[config.mk]
export PLATFORM = sky130hd
export DESIGN_NAME = system_clock_selector
export DESIGN_NICKNAME = d
export VERILOG_FILES = /design/src/rtl/clock_select_pkg.sv /design/src/rtl/system_clock_selector.sv
export SDC_FILE = /design/constraint.sdc
export NUM_CORES = 1
export LEC_CHECK = 0
export BUFFER_PORTS_ARGS = -buffer_cell sky130_fd_sc_hd__buf_2
export CAP_MARGIN = 20
export CORE_UTILIZATION = 54
export DETAILED_ROUTE_END_ITERATION = 7
export PLACE_DENSITY = 0.83
export SETUP_SLACK_MARGIN = 0.05
export SLEW_MARGIN = 20
export SYNTH_ARGS = -nofsm -noshare
export SYNTH_HDL_FRONTEND = slang
export SYNTH_SLANG_ARGS = --single-unit
[constraint.sdc]
create_clock -name clock -period 3.2 [get_ports clock]
set_clock_uncertainty 0.1 [all_clocks]
set_input_delay 0.64 -clock clock [delete_from_list [all_inputs] [get_ports clock]]
set_output_delay 0.64 -clock clock [all_outputs]
set_load 0.005 [all_outputs]
[src/rtl/clock_select_pkg.sv]
// Constants, encodings and carrier types shared by the system clock selector.
`default_nettype none
package clock_select_pkg;

  // ****************************************
  // Nominal rates
  // ****************************************
  localparam int HS_NOMINAL_MHZ = 32;
  localparam int LF_NOMINAL_KHZ = 32;
  localparam int RC_DEFAULT_MHZ = 27;

  // ****************************************
  // Processor divider codes: the rate is 32 MHz shifted right by the code, by 5 at most
  // ****************************************
  localparam logic [2:0] CPU_DIV_1 = 3'h0;
  localparam logic [2:0] CPU_DIV_32 = 3'h5;
  localparam int CPU_CNT_W = 5;

  // ****************************************
  // Reset values
  // ****************************************
  localparam logic [7:0] RC_TRIM_RESET = 8'h00;
  localparam logic [CPU_CNT_W-1:0] CPU_CNT_RESET = 5'h00;

  // ****************************************
  // Wake-up policy for the high-speed source
  // ****************************************
  typedef enum logic [1:0] {
    WAKE_AUTO = 2'h0,
    WAKE_MANUAL = 2'h1,
    WAKE_STAY_RC = 2'h2
  } wake_mode_t;

  // ****************************************
  // High-speed source sequencer states
  // ****************************************
  typedef enum logic [4:0] {
    HS_SLEEP = 5'h01,
    HS_RC = 5'h02,
    HS_WAIT_AMP = 5'h04,
    HS_SWITCH = 5'h08,
    HS_XTAL = 5'h10
  } hs_state_t;

  // ****************************************
  // Carriers
  // ****************************************
  typedef struct packed {
    logic radio;
    logic periph;
    logic cpu;
    logic wake_timer;
  } clk_out_t;

  typedef struct packed {
    logic hs_on_xtal;
    logic lf_on_ext;
    logic asleep;
    logic xtal_enable;
    logic cal_valid;
  } clk_status_t;

endpackage : clock_select_pkg

`default_nettype wire

[src/rtl/system_clock_selector.sv]
// System clock selector: high-speed source sequencing, dividers and low-speed source choice.
//
// Operation
// - Wake-up timers run from the 32 kHz low-speed clock, everything else from the 32 MHz clock or a division of it.
// - The high-speed source is the crystal or the fast RC oscillator, the low-speed source the RC or an external clock.
// - The radio gets the selected high-speed clock undivided, the peripherals a half-rate version.
// - The processor clock is the high-speed clock divided by 1, 2, 4, 8, 16 or 32.
// - After every reset and every wake-up the fast RC oscillator is the initial high-speed source.
// - In automatic mode the source moves to the crystal once the crystal has started after wake-up.
// - In manual mode the RC source is kept until software requests the crystal.
// - In stay-RC mode the RC source is kept for the whole awake period until the next sleep.
// - The crystal amplitude-ready flag is checked before switching to the crystal.
// - The RC oscillator runs untrimmed at about 27 MHz until a software calibration trims it to 32 MHz.
// - The RC calibration trim is kept across speed changes and while the oscillator is disabled.
// - After reset the low-speed clock comes from the internal RC oscillator.
// - Once software selects another low-speed source it stays selected until the next reset.
`timescale 1ns/1ps
`default_nettype none

module system_clock_selector (
  input wire logic clock,
  input wire logic srst,
  input wire logic rc_osc_in,
  input wire logic xtal_osc_in,
  input wire logic xtal_amp_ok,
  input wire logic lf_rc_in,
  input wire logic lf_ext_in,
  input wire logic sleep_req,
  input wire logic wake_req,
  input wire clock_select_pkg::wake_mode_t wake_mode,
  input wire logic xtal_switch_req,
  input wire logic [2:0] cpu_div_sel,
  input wire logic lf_ext_select,
  input wire logic cal_load,
  input wire logic [7:0] cal_trim,
  output var clock_select_pkg::clk_out_t clk_out,
  output var clock_select_pkg::clk_status_t status,
  output logic [7:0] rc_trim
);

  // ****************************************
  // Functions
  // ****************************************

  // Clamps an out-of-range divider code to the slowest rate.
  function automatic logic [2:0] legal_div(input logic [2:0] code);
    legal_div = (code > clock_select_pkg::CPU_DIV_32) ? clock_select_pkg::CPU_DIV_32 : code;
  endfunction : legal_div

  // Processor clock level for a divider code, from the edge counter and the undivided level.
  function automatic logic cpu_level(input logic [2:0] code, input logic [4:0] cnt, input logic hs);
    if (code == clock_select_pkg::CPU_DIV_1) begin
      cpu_level = hs;
    end else begin
      cpu_level = cnt[code - 3'h1];
    end
  endfunction : cpu_level

  // ****************************************
  // State
  // ****************************************
  clock_select_pkg::hs_state_t hs_state_ff;
  clock_select_pkg::hs_state_t nxt_hs_state;
  logic hs_sel_xtal_ff;
  logic hs_level_ff;
  logic hs_prev_ff;
  logic periph_ff;
  logic [4:0] cpu_cnt_ff;
  logic [2:0] cpu_div_ff;
  logic cpu_ff;
  logic switch_req_ff;
  logic lf_sel_ext_ff;
  logic lf_use_ext_ff;
  logic lf_level_ff;
  logic [7:0] rc_trim_ff;
  logic cal_valid_ff;
  logic hs_rise;
  logic hs_safe;
  logic xtal_wanted;

  assign hs_rise = hs_level_ff & ~hs_prev_ff;
  // Both sources low and the output low: a change here cannot cut a pulse short.
  assign hs_safe = ~rc_osc_in & ~xtal_osc_in & ~hs_level_ff;
  assign xtal_wanted = (wake_mode == clock_select_pkg::WAKE_AUTO) ||
                       ((wake_mode == clock_select_pkg::WAKE_MANUAL) && switch_req_ff);

  // ****************************************
  // High-speed source sequencer
  // ****************************************
  always_comb begin
    nxt_hs_state = hs_state_ff;
    unique case (hs_state_ff)
      clock_select_pkg::HS_SLEEP: begin
        if (wake_req) begin
          nxt_hs_state = clock_select_pkg::HS_RC;
        end
      end
      clock_select_pkg::HS_RC: begin
        if (sleep_req) begin
          nxt_hs_state = clock_select_pkg::HS_SLEEP;
        end else if (xtal_wanted) begin
          nxt_hs_state = clock_select_pkg::HS_WAIT_AMP;
        end
      end
      clock_select_pkg::HS_WAIT_AMP: begin
        if (sleep_req) begin
          nxt_hs_state = clock_select_pkg::HS_SLEEP;
        end else if (xtal_amp_ok) begin
          nxt_hs_state = clock_select_pkg::HS_SWITCH;
        end
      end
      clock_select_pkg::HS_SWITCH: begin
        if (sleep_req) begin
          nxt_hs_state = clock_select_pkg::HS_SLEEP;
        end else if (hs_safe) begin
          nxt_hs_state = clock_select_pkg::HS_XTAL;
        end
      end
      clock_select_pkg::HS_XTAL: begin
        if (sleep_req) begin
          nxt_hs_state = clock_select_pkg::HS_SLEEP;
        end
      end
      default: begin
        nxt_hs_state = clock_select_pkg::HS_RC;
      end
    endcase
  end

  always_ff @(posedge clock) begin
    if (srst) begin
      hs_state_ff <= clock_select_pkg::HS_RC;
    end else begin
      hs_state_ff <= nxt_hs_state;
    end
  end

  // Manual request is sticky until sleep; a request in the sleep cycle is still kept.
  always_ff @(posedge clock) begin
    if (srst) begin
      switch_req_ff <= 1'b0;
    end else if (xtal_switch_req) begin
      switch_req_ff <= 1'b1;
    end else if (sleep_req) begin
      switch_req_ff <= 1'b0;
    end
  end

  // ****************************************
  // Source mux
  // ****************************************
  always_ff @(posedge clock) begin
    if (srst) begin
      hs_sel_xtal_ff <= 1'b0;
    end else if (nxt_hs_state != clock_select_pkg::HS_XTAL) begin
      hs_sel_xtal_ff <= 1'b0;
    end else if (hs_safe) begin
      hs_sel_xtal_ff <= 1'b1;
    end
  end

  always_ff @(posedge clock) begin
    if (srst) begin
      hs_level_ff <= 1'b0;
      hs_prev_ff <= 1'b0;
    end else begin
      if (hs_state_ff == clock_select_pkg::HS_SLEEP) begin
        hs_level_ff <= 1'b0;
      end else if (hs_sel_xtal_ff) begin
        hs_level_ff <= xtal_osc_in;
      end else begin
        hs_level_ff <= rc_osc_in;
      end
      hs_prev_ff <= hs_level_ff;
    end
  end

  // ****************************************
  // Dividers
  // ****************************************
  always_ff @(posedge clock) begin
    if (srst) begin
      periph_ff <= 1'b0;
      cpu_cnt_ff <= clock_select_pkg::CPU_CNT_RESET;
    end else if (hs_rise) begin
      periph_ff <= ~periph_ff;
      cpu_cnt_ff <= cpu_cnt_ff + 5'h01;
    end
  end

  always_ff @(posedge clock) begin
    if (srst) begin
      cpu_div_ff <= clock_select_pkg::CPU_DIV_1;
    end else if ((cpu_cnt_ff == clock_select_pkg::CPU_CNT_RESET) && !hs_level_ff) begin
      cpu_div_ff <= legal_div(cpu_div_sel);
    end
  end

  always_ff @(posedge clock) begin
    if (srst) begin
      cpu_ff <= 1'b0;
    end else begin
      cpu_ff <= cpu_level(cpu_div_ff, cpu_cnt_ff, hs_level_ff);
    end
  end

  // ****************************************
  // Low-speed source
  // ****************************************
  always_ff @(posedge clock) begin
    if (srst) begin
      lf_sel_ext_ff <= 1'b0;
    end else if (lf_ext_select) begin
      lf_sel_ext_ff <= 1'b1;
    end
  end

  always_ff @(posedge clock) begin
    if (srst) begin
      lf_use_ext_ff <= 1'b0;
    end else if (lf_sel_ext_ff && !lf_rc_in && !lf_ext_in && !lf_level_ff) begin
      lf_use_ext_ff <= 1'b1;
    end
  end

  always_ff @(posedge clock) begin
    if (srst) begin
      lf_level_ff <= 1'b0;
    end else begin
      lf_level_ff <= lf_use_ext_ff ? lf_ext_in : lf_rc_in;
    end
  end

  // ****************************************
  // RC calibration trim
  // ****************************************
  always_ff @(posedge clock) begin
    if (srst) begin
      rc_trim_ff <= clock_select_pkg::RC_TRIM_RESET;
      cal_valid_ff <= 1'b0;
    end else if (cal_load) begin
      rc_trim_ff <= cal_trim;
      cal_valid_ff <= 1'b1;
    end
  end

  // ****************************************
  // Outputs
  // ****************************************
  // undivided radio clock
  assign clk_out.radio = hs_level_ff;
  assign clk_out.periph = periph_ff;
  assign clk_out.cpu = cpu_ff;
  assign clk_out.wake_timer = lf_level_ff;
  assign status.hs_on_xtal = hs_sel_xtal_ff;
  assign status.lf_on_ext = lf_use_ext_ff;
  assign status.asleep = (hs_state_ff == clock_select_pkg::HS_SLEEP);
  assign status.xtal_enable = (hs_state_ff == clock_select_pkg::HS_WAIT_AMP) ||
                              (hs_state_ff == clock_select_pkg::HS_SWITCH) ||
                              (hs_state_ff == clock_select_pkg::HS_XTAL);
  assign status.cal_valid = cal_valid_ff;
  assign rc_trim = rc_trim_ff;

endmodule : system_clock_selector

`default_nettype wire
### Word level (Yosys, flattened, before mapping)

Index checks and enable logic that the tools add are counted.
W data, S select, Z words.

* input port bits: 25
* output and inout bits: 17
* flip-flop bits (word level): 31
* logic and storage cells: 68

* reductions and logical operators: 18
* equal/unequal tests: 7
* multiplexer cells: 17
* bitwise logic cells: 8
* order comparisons: 2
* add/subtract/negate cells: 2

Operator list (count)
* $mux W5: 8
* $pmux W5 S5: 1
* $mux W1: 6
* $add A5 B1 Y5 const B: 1
* $eq A5 B1 Y1 const B: 1
* $eq A5 B2 Y1 const B: 1
* $eq A5 B3 Y1 const B: 1
* $eq A5 B4 Y1 const B: 1
* $eq A5 B5 Y1 const B: 1
* $logic_and A1 B1 Y1: 5
* $logic_not A5 Y1: 1
* $ne A5 B5 Y1 const B: 1
* $not A1 Y1: 5
* $logic_not A1 Y1: 4
* $lt A3 B4 Y1 const B: 1
* $reduce_or A2 Y1: 2
* $and A1 B1 Y1: 3
* $bmux W1 S3: 1
* $gt A3 B3 Y1 const B: 1
* $logic_not A3 Y1: 1
* $logic_or A1 B1 Y1: 3
* $mux W3: 1
* $sub A3 B1 Y3 const B: 1
* $eq A2 B1 Y1 const B: 1
* 2 further kinds: 2

### Logic depth before layout (Yosys ltp)

Gate-level depths: netlist of the first run.

* depth after elaboration: 8
* mapped depth: 6
* depth with buffers taken out: 6

### Worst setup path before layout of the first run

OpenSTA, ideal clock, no wires.

* path kind: flip-flop to output port
* from: register hs_state_ff[3]
* to: output port status[1] (netlist bit)
* required time: 2.460 ns
* slack: 1.596 ns
* stages on the path, launching flop included: 5
* arrival time: 0.864 ns
* path buffers: 1
* cell sequence: dfxtp_1 > buf_2 > nor3_4 > nand3b_2 > nand3_1

RTL lines
* start, declared: RTL line system_clock_selector.sv:62 `clock_select_pkg::hs_state_t hs_state_ff;`
* start signal, assigned: RTL line system_clock_selector.sv:132 `hs_state_ff <= clock_select_pkg::HS_RC;`
* start signal, assigned: RTL line system_clock_selector.sv:134 `hs_state_ff <= nxt_hs_state;`
* end, declared: RTL line system_clock_selector.sv:37 `output var clock_select_pkg::clk_status_t status,`

==> metrics.yaml, run 1 <==
status:
  status: "complete, no violations"
timing:
  tightest_slew_ps: 522.2
  period_needed_ps: 2131
  fmax_ghz: 0.4693
  hold_violations: 0
  rsz0062_at_grt: "no"
  maxSlewViolCount: 0
  fin_crit_sh: 0.6658
  setup_violations: 0
  finalSetupTns_ps: 0
  relSlewSlack: 0.6519
layout:
  ff_latch_area_sq_um: 620.6
  layout.nets: 220
  num_antenna_cells: 0
  drive_above_1_share: 0.2813
  final_cell_mix: "buf_2, dfxtp_1, nor2_1"
  nFillCells: 215
  layout_commonest_cell: "buf_2"
  final_cell_count_no_fill: 222
  multi_input_area_sq_um: 724.4
  syn2layout_area_growth_pct: 16.94
power_and_ir_drop:
  pwr_density_cell_mw_per_mm2: 547.3
  p_leak_uw: 0.0007896
  ir_drop_v: 0.0004935
setup_path:
  crit_path_end_kind: "output pin"
  crit_required_ps: 2460
  critPathMaxFanout: 8
  critPathArrivalTime_ps: 1390
  critPathLaunchType: "flop"
  worstSetupPathType: "reg2out"
synthesis:
  syn-cell-area_sq_mm: 0.001470
  synthAdderAreaFrac: 0.03404
  synthMuxAreaShare: 0.09021
  synth_xor_area_frac: 0.03574
  synthArstFlopShare: 0
  yosysSeqAreaShare: 0.4221
  synth_top_family_by_area: "simple AND/OR/NAND/NOR gates"
  synth-compound-area-share: 0.1004
  synth_cell_types: 43
  synth_ff_type: "dfxtp_1"
  ys_ff_latch: 31
  syn_inst: 158
  synth-simple-area-share: 0.2323
  yosys_warnings: 0
  syn_area_per_cell_sq_um: 9.305
  postSynthNetCount: 187
  synth_edf_count: 0
detailed_routing:
  post-route-drc-count: 0
  highest_layer: "met4"
  drt-total-wl_um: 2726
  ant_nets: 0
  drt-vias-per-instance: 5.554
  wl_met3_um: 186
  wl_per_cell_um: 12.28
  wl_met1_um: 1185
  vias: 1233
  first_pass_iters: 4
  drt_iter0_markers: 15
  met2_length_um: 1311
cts:
  clock_path_buffers: 2
  clk_latency_ps: 330
  cts_hold_buffers: 0
  cts.repair.resized: 0
  post_cts_buffers: 0
  cts_num_sinks: 31
  cts_buffers: 5
  cts_tree: "done"
  cts-htree-levels: 2
  path_clk_slew_ps: 100
  root_buffer: "clkbuf_4"
die:
  core_sq_mm: 0.002522
  die_x_um: 54.18
  die_h_um: 54.18
  io_pins: 42
  die_area_sq_mm: 0.002935
  initial_utilization: 0.5828
  core.rowCount: 18
place:
  dpl.hpwl_um: 2086
  dp.cells: 214
  io_buffers: 41
  place_congestion: 0.8134
grt:
  grt_first_pass_wirelength_um: 4491
  grt_max_degree: 30
  grt_use_total: 0.2189
  antenna_found_initial: 0
  first_global_vias: 1145
  overflow: 0
hold_path:
  worstHoldPathType: "reg2reg"
run:
  maxCapViolCount: 0
final timing paths:
kind / start / endpoint / slack [ps] / cells past startpoint
max: hs_state_ff[1] / status[2] / 1070 / 4
min reg2reg: cal_valid_ff / cal_valid_ff / 370 / 2
min: cal_valid_ff / cal_valid_ff / 370 / 2
max reg2reg: cpu_div_ff[0] / cpu_ff / 1450 / 6
area by class of cell:
type,instances,share of cell area
multi-input combinational,104,0.4214
sequential,31,0.3610
timing repair buffer,41,0.1194
clock inverter,2,0.03493
clock buffer,6,0.02402
tap,30,0.02183
inverter,8,0.01747
synthesized netlist by cell type (all sizes together) (2+ instances only):
| library cell | instances | area (sq um) |
|---|---|---|
| xor2 | 4 | 35.03 |
| nand3b | 4 | 33.78 |
| nand4 | 3 | 18.77 |
| and3 | 2 | 12.51 |
| nand2 | 3 | 11.26 |
| clkbuf | 2 | 7.510 |
| nand3 | 4 | 20.02 |
| xnor2 | 2 | 17.52 |
| o2111ai | 2 | 17.52 |
| inv | 8 | 30.03 |
| buf | 13 | 87.58 |
| dfxtp | 31 | 620.6 |
| a31oi | 3 | 18.77 |
| nor2b | 4 | 25.02 |
| nor4b | 2 | 32.53 |
| ha | 4 | 50.05 |
| mux2i | 11 | 110.1 |
| o21ai | 4 | 20.01 |
| a21oi | 4 | 20.02 |
| nor3 | 5 | 36.29 |
| nor2 | 29 | 116.4 |
| a211oi | 2 | 20.02 |
report_power, final:
part	switching, uW	internal (uW)
combinational	67.7	67.1
sequential	25.1	409
clock	128	244
kinds of logic (layout without fill, tap and decap cells):
group           after synthesis  after routing
xor+xnor                      6              6
compound gates               21             21
mux                          12             12
simple gates                 61             61
buf+inv                      23             57
flops                        31             31
fa+ha+maj                     4              4
metrics by stage:
stage                       util  cell area, sq um  power (uW)  hold slack (ps)  setup slack, ps
after floorplan                -              1470       545.3            330.1             1596
after global placement    0.6414              1618       569.5            341.9             1486
after detailed placement  0.6414              1618       578.0            359.6             1432
after CTS                 0.6815              1719       949.9            378.5             1064
after global routing      0.6815              1719       988.2            389.1            966.9
final                     0.6815              1719       941.0            371.9             1069
worst max-delay path, stage by stage, from the launching register on:
cell and delay [ps]:
dfxtp_1 420, nor3_4 270, nand3b_1 150, inv_1 110, buf_2 120
metal layers:
metal / up-vias / global-route usage
li1: 606 / -
met1: 571 / 0.2483
met2: 50 / 0.3557
met3: 6 / 0.05932
met4: 0 / 0.1453
met5: - / 0
registers in the layout, summed over array words and instances (netlist names):
name,cells
periph_ff,1
hs_sel_xtal_ff,1
hs_level_ff,1
lf_sel_ext_ff,1
lf_use_ext_ff,1
cpu_cnt_ff,5
cal_valid_ff,1
lf_level_ff,1
hs_prev_ff,1
switch_req_ff,1
cpu_ff,1
cpu_div_ff,3
hs_state_ff,5
rc_trim,8
Note: power is estimated with default switching activity, not from simulation.
==> run 2, diff against run 1 <==
--- a/config.mk
+++ b/config.mk
@@ -7,9 +7,9 @@
 export LEC_CHECK = 0
 export BUFFER_PORTS_ARGS = -buffer_cell sky130_fd_sc_hd__buf_2
 export CAP_MARGIN = 20
-export CORE_UTILIZATION = 54
+export CORE_UTILIZATION = 51
 export DETAILED_ROUTE_END_ITERATION = 7
-export PLACE_DENSITY = 0.83
+export PLACE_DENSITY = 0.8
 export SETUP_SLACK_MARGIN = 0.05
 export SLEW_MARGIN = 20
 export SYNTH_ARGS = -nofsm -noshare
==> constraint.sdc (replaced) <==
create_clock -name clock -period 2 [get_ports clock]
set_clock_uncertainty 0.1 [all_clocks]
set_input_delay 0.4 -clock clock [delete_from_list [all_inputs] [get_ports clock]]
set_output_delay 0.4 -clock clock [all_outputs]
set_load 0.005 [all_outputs]
==> run 2 against run 1 <==
Cell count is 1.4% higher. Clock power is 13% higher. Final area is 0.58% lower. Critical endpoint unchanged. Highest routed layer unchanged.
==> metrics.yaml, run 2 (synthesized netlist as in run 1, its figures left out) <==
cts:
  clk_latency_ps: 330  # about the same
  cts_tree: "done"
  cts_num_sinks: 31  # unchanged
  cts_hold_buffers: 0  # unchanged
  path_clk_slew_ps: 100  # about the same
  clock_path_buffers: 2  # unchanged
  cts_buffers: 5  # unchanged
  cts-htree-levels: 2  # unchanged
  root_buffer: "clkbuf_4"
grt:
  grt_use_total: 0.2039  # -0.01504
  first_global_vias: 1216  # +6.2%
  grt_first_pass_wirelength_um: 4940  # +10%
  overflow: 0  # unchanged
  grt_max_degree: 21  # -30%
  antenna_found_initial: 0  # unchanged
die:
  core.rowCount: 19  # +1
  core_sq_mm: 0.002734  # +8.4%
  die_area_sq_mm: 0.003101  # +5.7%
  die_x_um: 55.69  # +2.8%
  io_pins: 42  # unchanged
  initial_utilization: 0.5378  # -0.04508
  die_h_um: 55.69  # +2.8%
run:
  maxCapViolCount: 0  # unchanged
power_and_ir_drop:
  p_leak_uw: 0.0007849  # -0.60%
  pwr_density_cell_mw_per_mm2: 784.3  # +43%
  ir_drop_v: 0.0006066  # +23%
  finalPower_uw: 1340  # +42%
hold_path:
  worstHoldPathType: "in2reg"
  hold_depth: 2  # unchanged
layout:
  num_antenna_cells: 0  # unchanged
  nFillCells: 249  # +16%
  drive_above_1_share: 0.3041  # +0.02287
  layout_commonest_cell: "buf_2"
  ff_latch_area_sq_um: 623.1  # +0.40%
  layout.nets: 222  # +0.91%
  final_cell_mix: "buf_2, dfxtp_1, nor2_1"
  largest_reg_flops: 8  # unchanged
  multi_input_area_sq_um: 724.4  # unchanged
  syn2layout_area_growth_pct: 16.26
setup_path:
  worstSetupPathType: "reg2out"
  r2r_cells: 6  # unchanged
  crit_path_end_kind: "output pin"
  critPathMaxFanout: 9  # +1
  critPathArrivalTime_ps: 1360  # -30 ps
  critPathLaunchType: "flop"
  r2r_setup_slack_ps: 260  # -1190 ps
  crit_required_ps: 1500  # -960 ps
timing:
  period_needed_ps: 1858
  rsz0062_at_grt: "no"
  fin_crit_sh: 0.9289
  setup_violations: 0  # unchanged
  fin_ws_ps: 142.2  # -927.0 ps
  tightest_slew_ps: 571.4  # +49.16 ps
  maxSlewViolCount: 0  # unchanged
  fmax_ghz: 0.5383
  relSlewSlack: 0.6183  # -0.03356
  hold_violations: 0  # unchanged
  finalSetupTns_ps: 0  # unchanged
detailed_routing:
  post-route-drc-count: 0  # unchanged
  ant_nets: 0  # unchanged
  drt-total-wl_um: 2837  # +4.1%
  wl_per_cell_um: 12.61  # +2.7%
  drt-vias-per-instance: 5.462  # -1.7%
  first_pass_iters: 4  # unchanged
  vias: 1229  # -0.32%
  drt_iter0_markers: 26  # +11
place:
  io_buffers: 41  # unchanged
  post-place-ws_ps: 271.9  # -1160 ps
  dpl.hpwl_um: 2136  # +2.4%
  place_congestion: 0.8228  # +1.2%
status:
  status: "complete, no violations"
[run 2: per-stage QoR]
stage | utilization | hold slack, ps | instances | area, sq um
final | 0.6252 | 172.6 | 225 | 1709
after global routing | 0.6252 | 145.0 | 225 | 1709
after CTS | 0.6215 | 150.6 | 224 | 1699
after detailed placement | 0.5950 | 357.3 | 216 | 1627
after global placement | 0.5950 | 344.2 | 216 | 1627
after floorplan | - | 330.1 | 158 | 1470
[run 2: critical path: stages, from the launching register on]
cell	delay [ps]
dfxtp_2	380
nor3_4	250
nand3b_1	150
inv_1	120
buf_2	120
[run 2: layout make-up]
class | instances | share of cell area
clock buffers | 7 | 0.03807
well taps | 31 | 0.02269
clock inverters | 1 | 0.004392
repair buffers | 43 | 0.1288
flip-flops and latches | 31 | 0.3646
inverters | 8 | 0.01757
multi-input cells | 104 | 0.4239
[run 2: path summary, 6_finish.rpt]
path,startpoint,end
min,sleep_req,hs_state_ff[4]
max reg2reg,cpu_div_ff[0],cpu_ff
max,hs_state_ff[3],status[2]
min reg2reg,cpu_div_ff[1],cpu_div_ff[1]
[run 2: what timing repair did]
| action | CTS | global route |
|---|---|---|
| gates resized for setup | 0 | 2 |
| setup endpoints to repair | 0 | 2 |
| setup buffers | 0 | 1 |
[run 2: routing by layer]
metal / track usage / routed length, um
met1: 0.2196 / 1225
met3: 0.05349 / 157
met2: 0.3528 / 1389
met5: 0 / 0
met4: 0.1286 / 65
[run 2: power breakdown]
part           total [uW]  switching [uW]  internal [uW]
Clock                 419             214            205
Sequential            697            41.2            656
Combinational         225             112            113
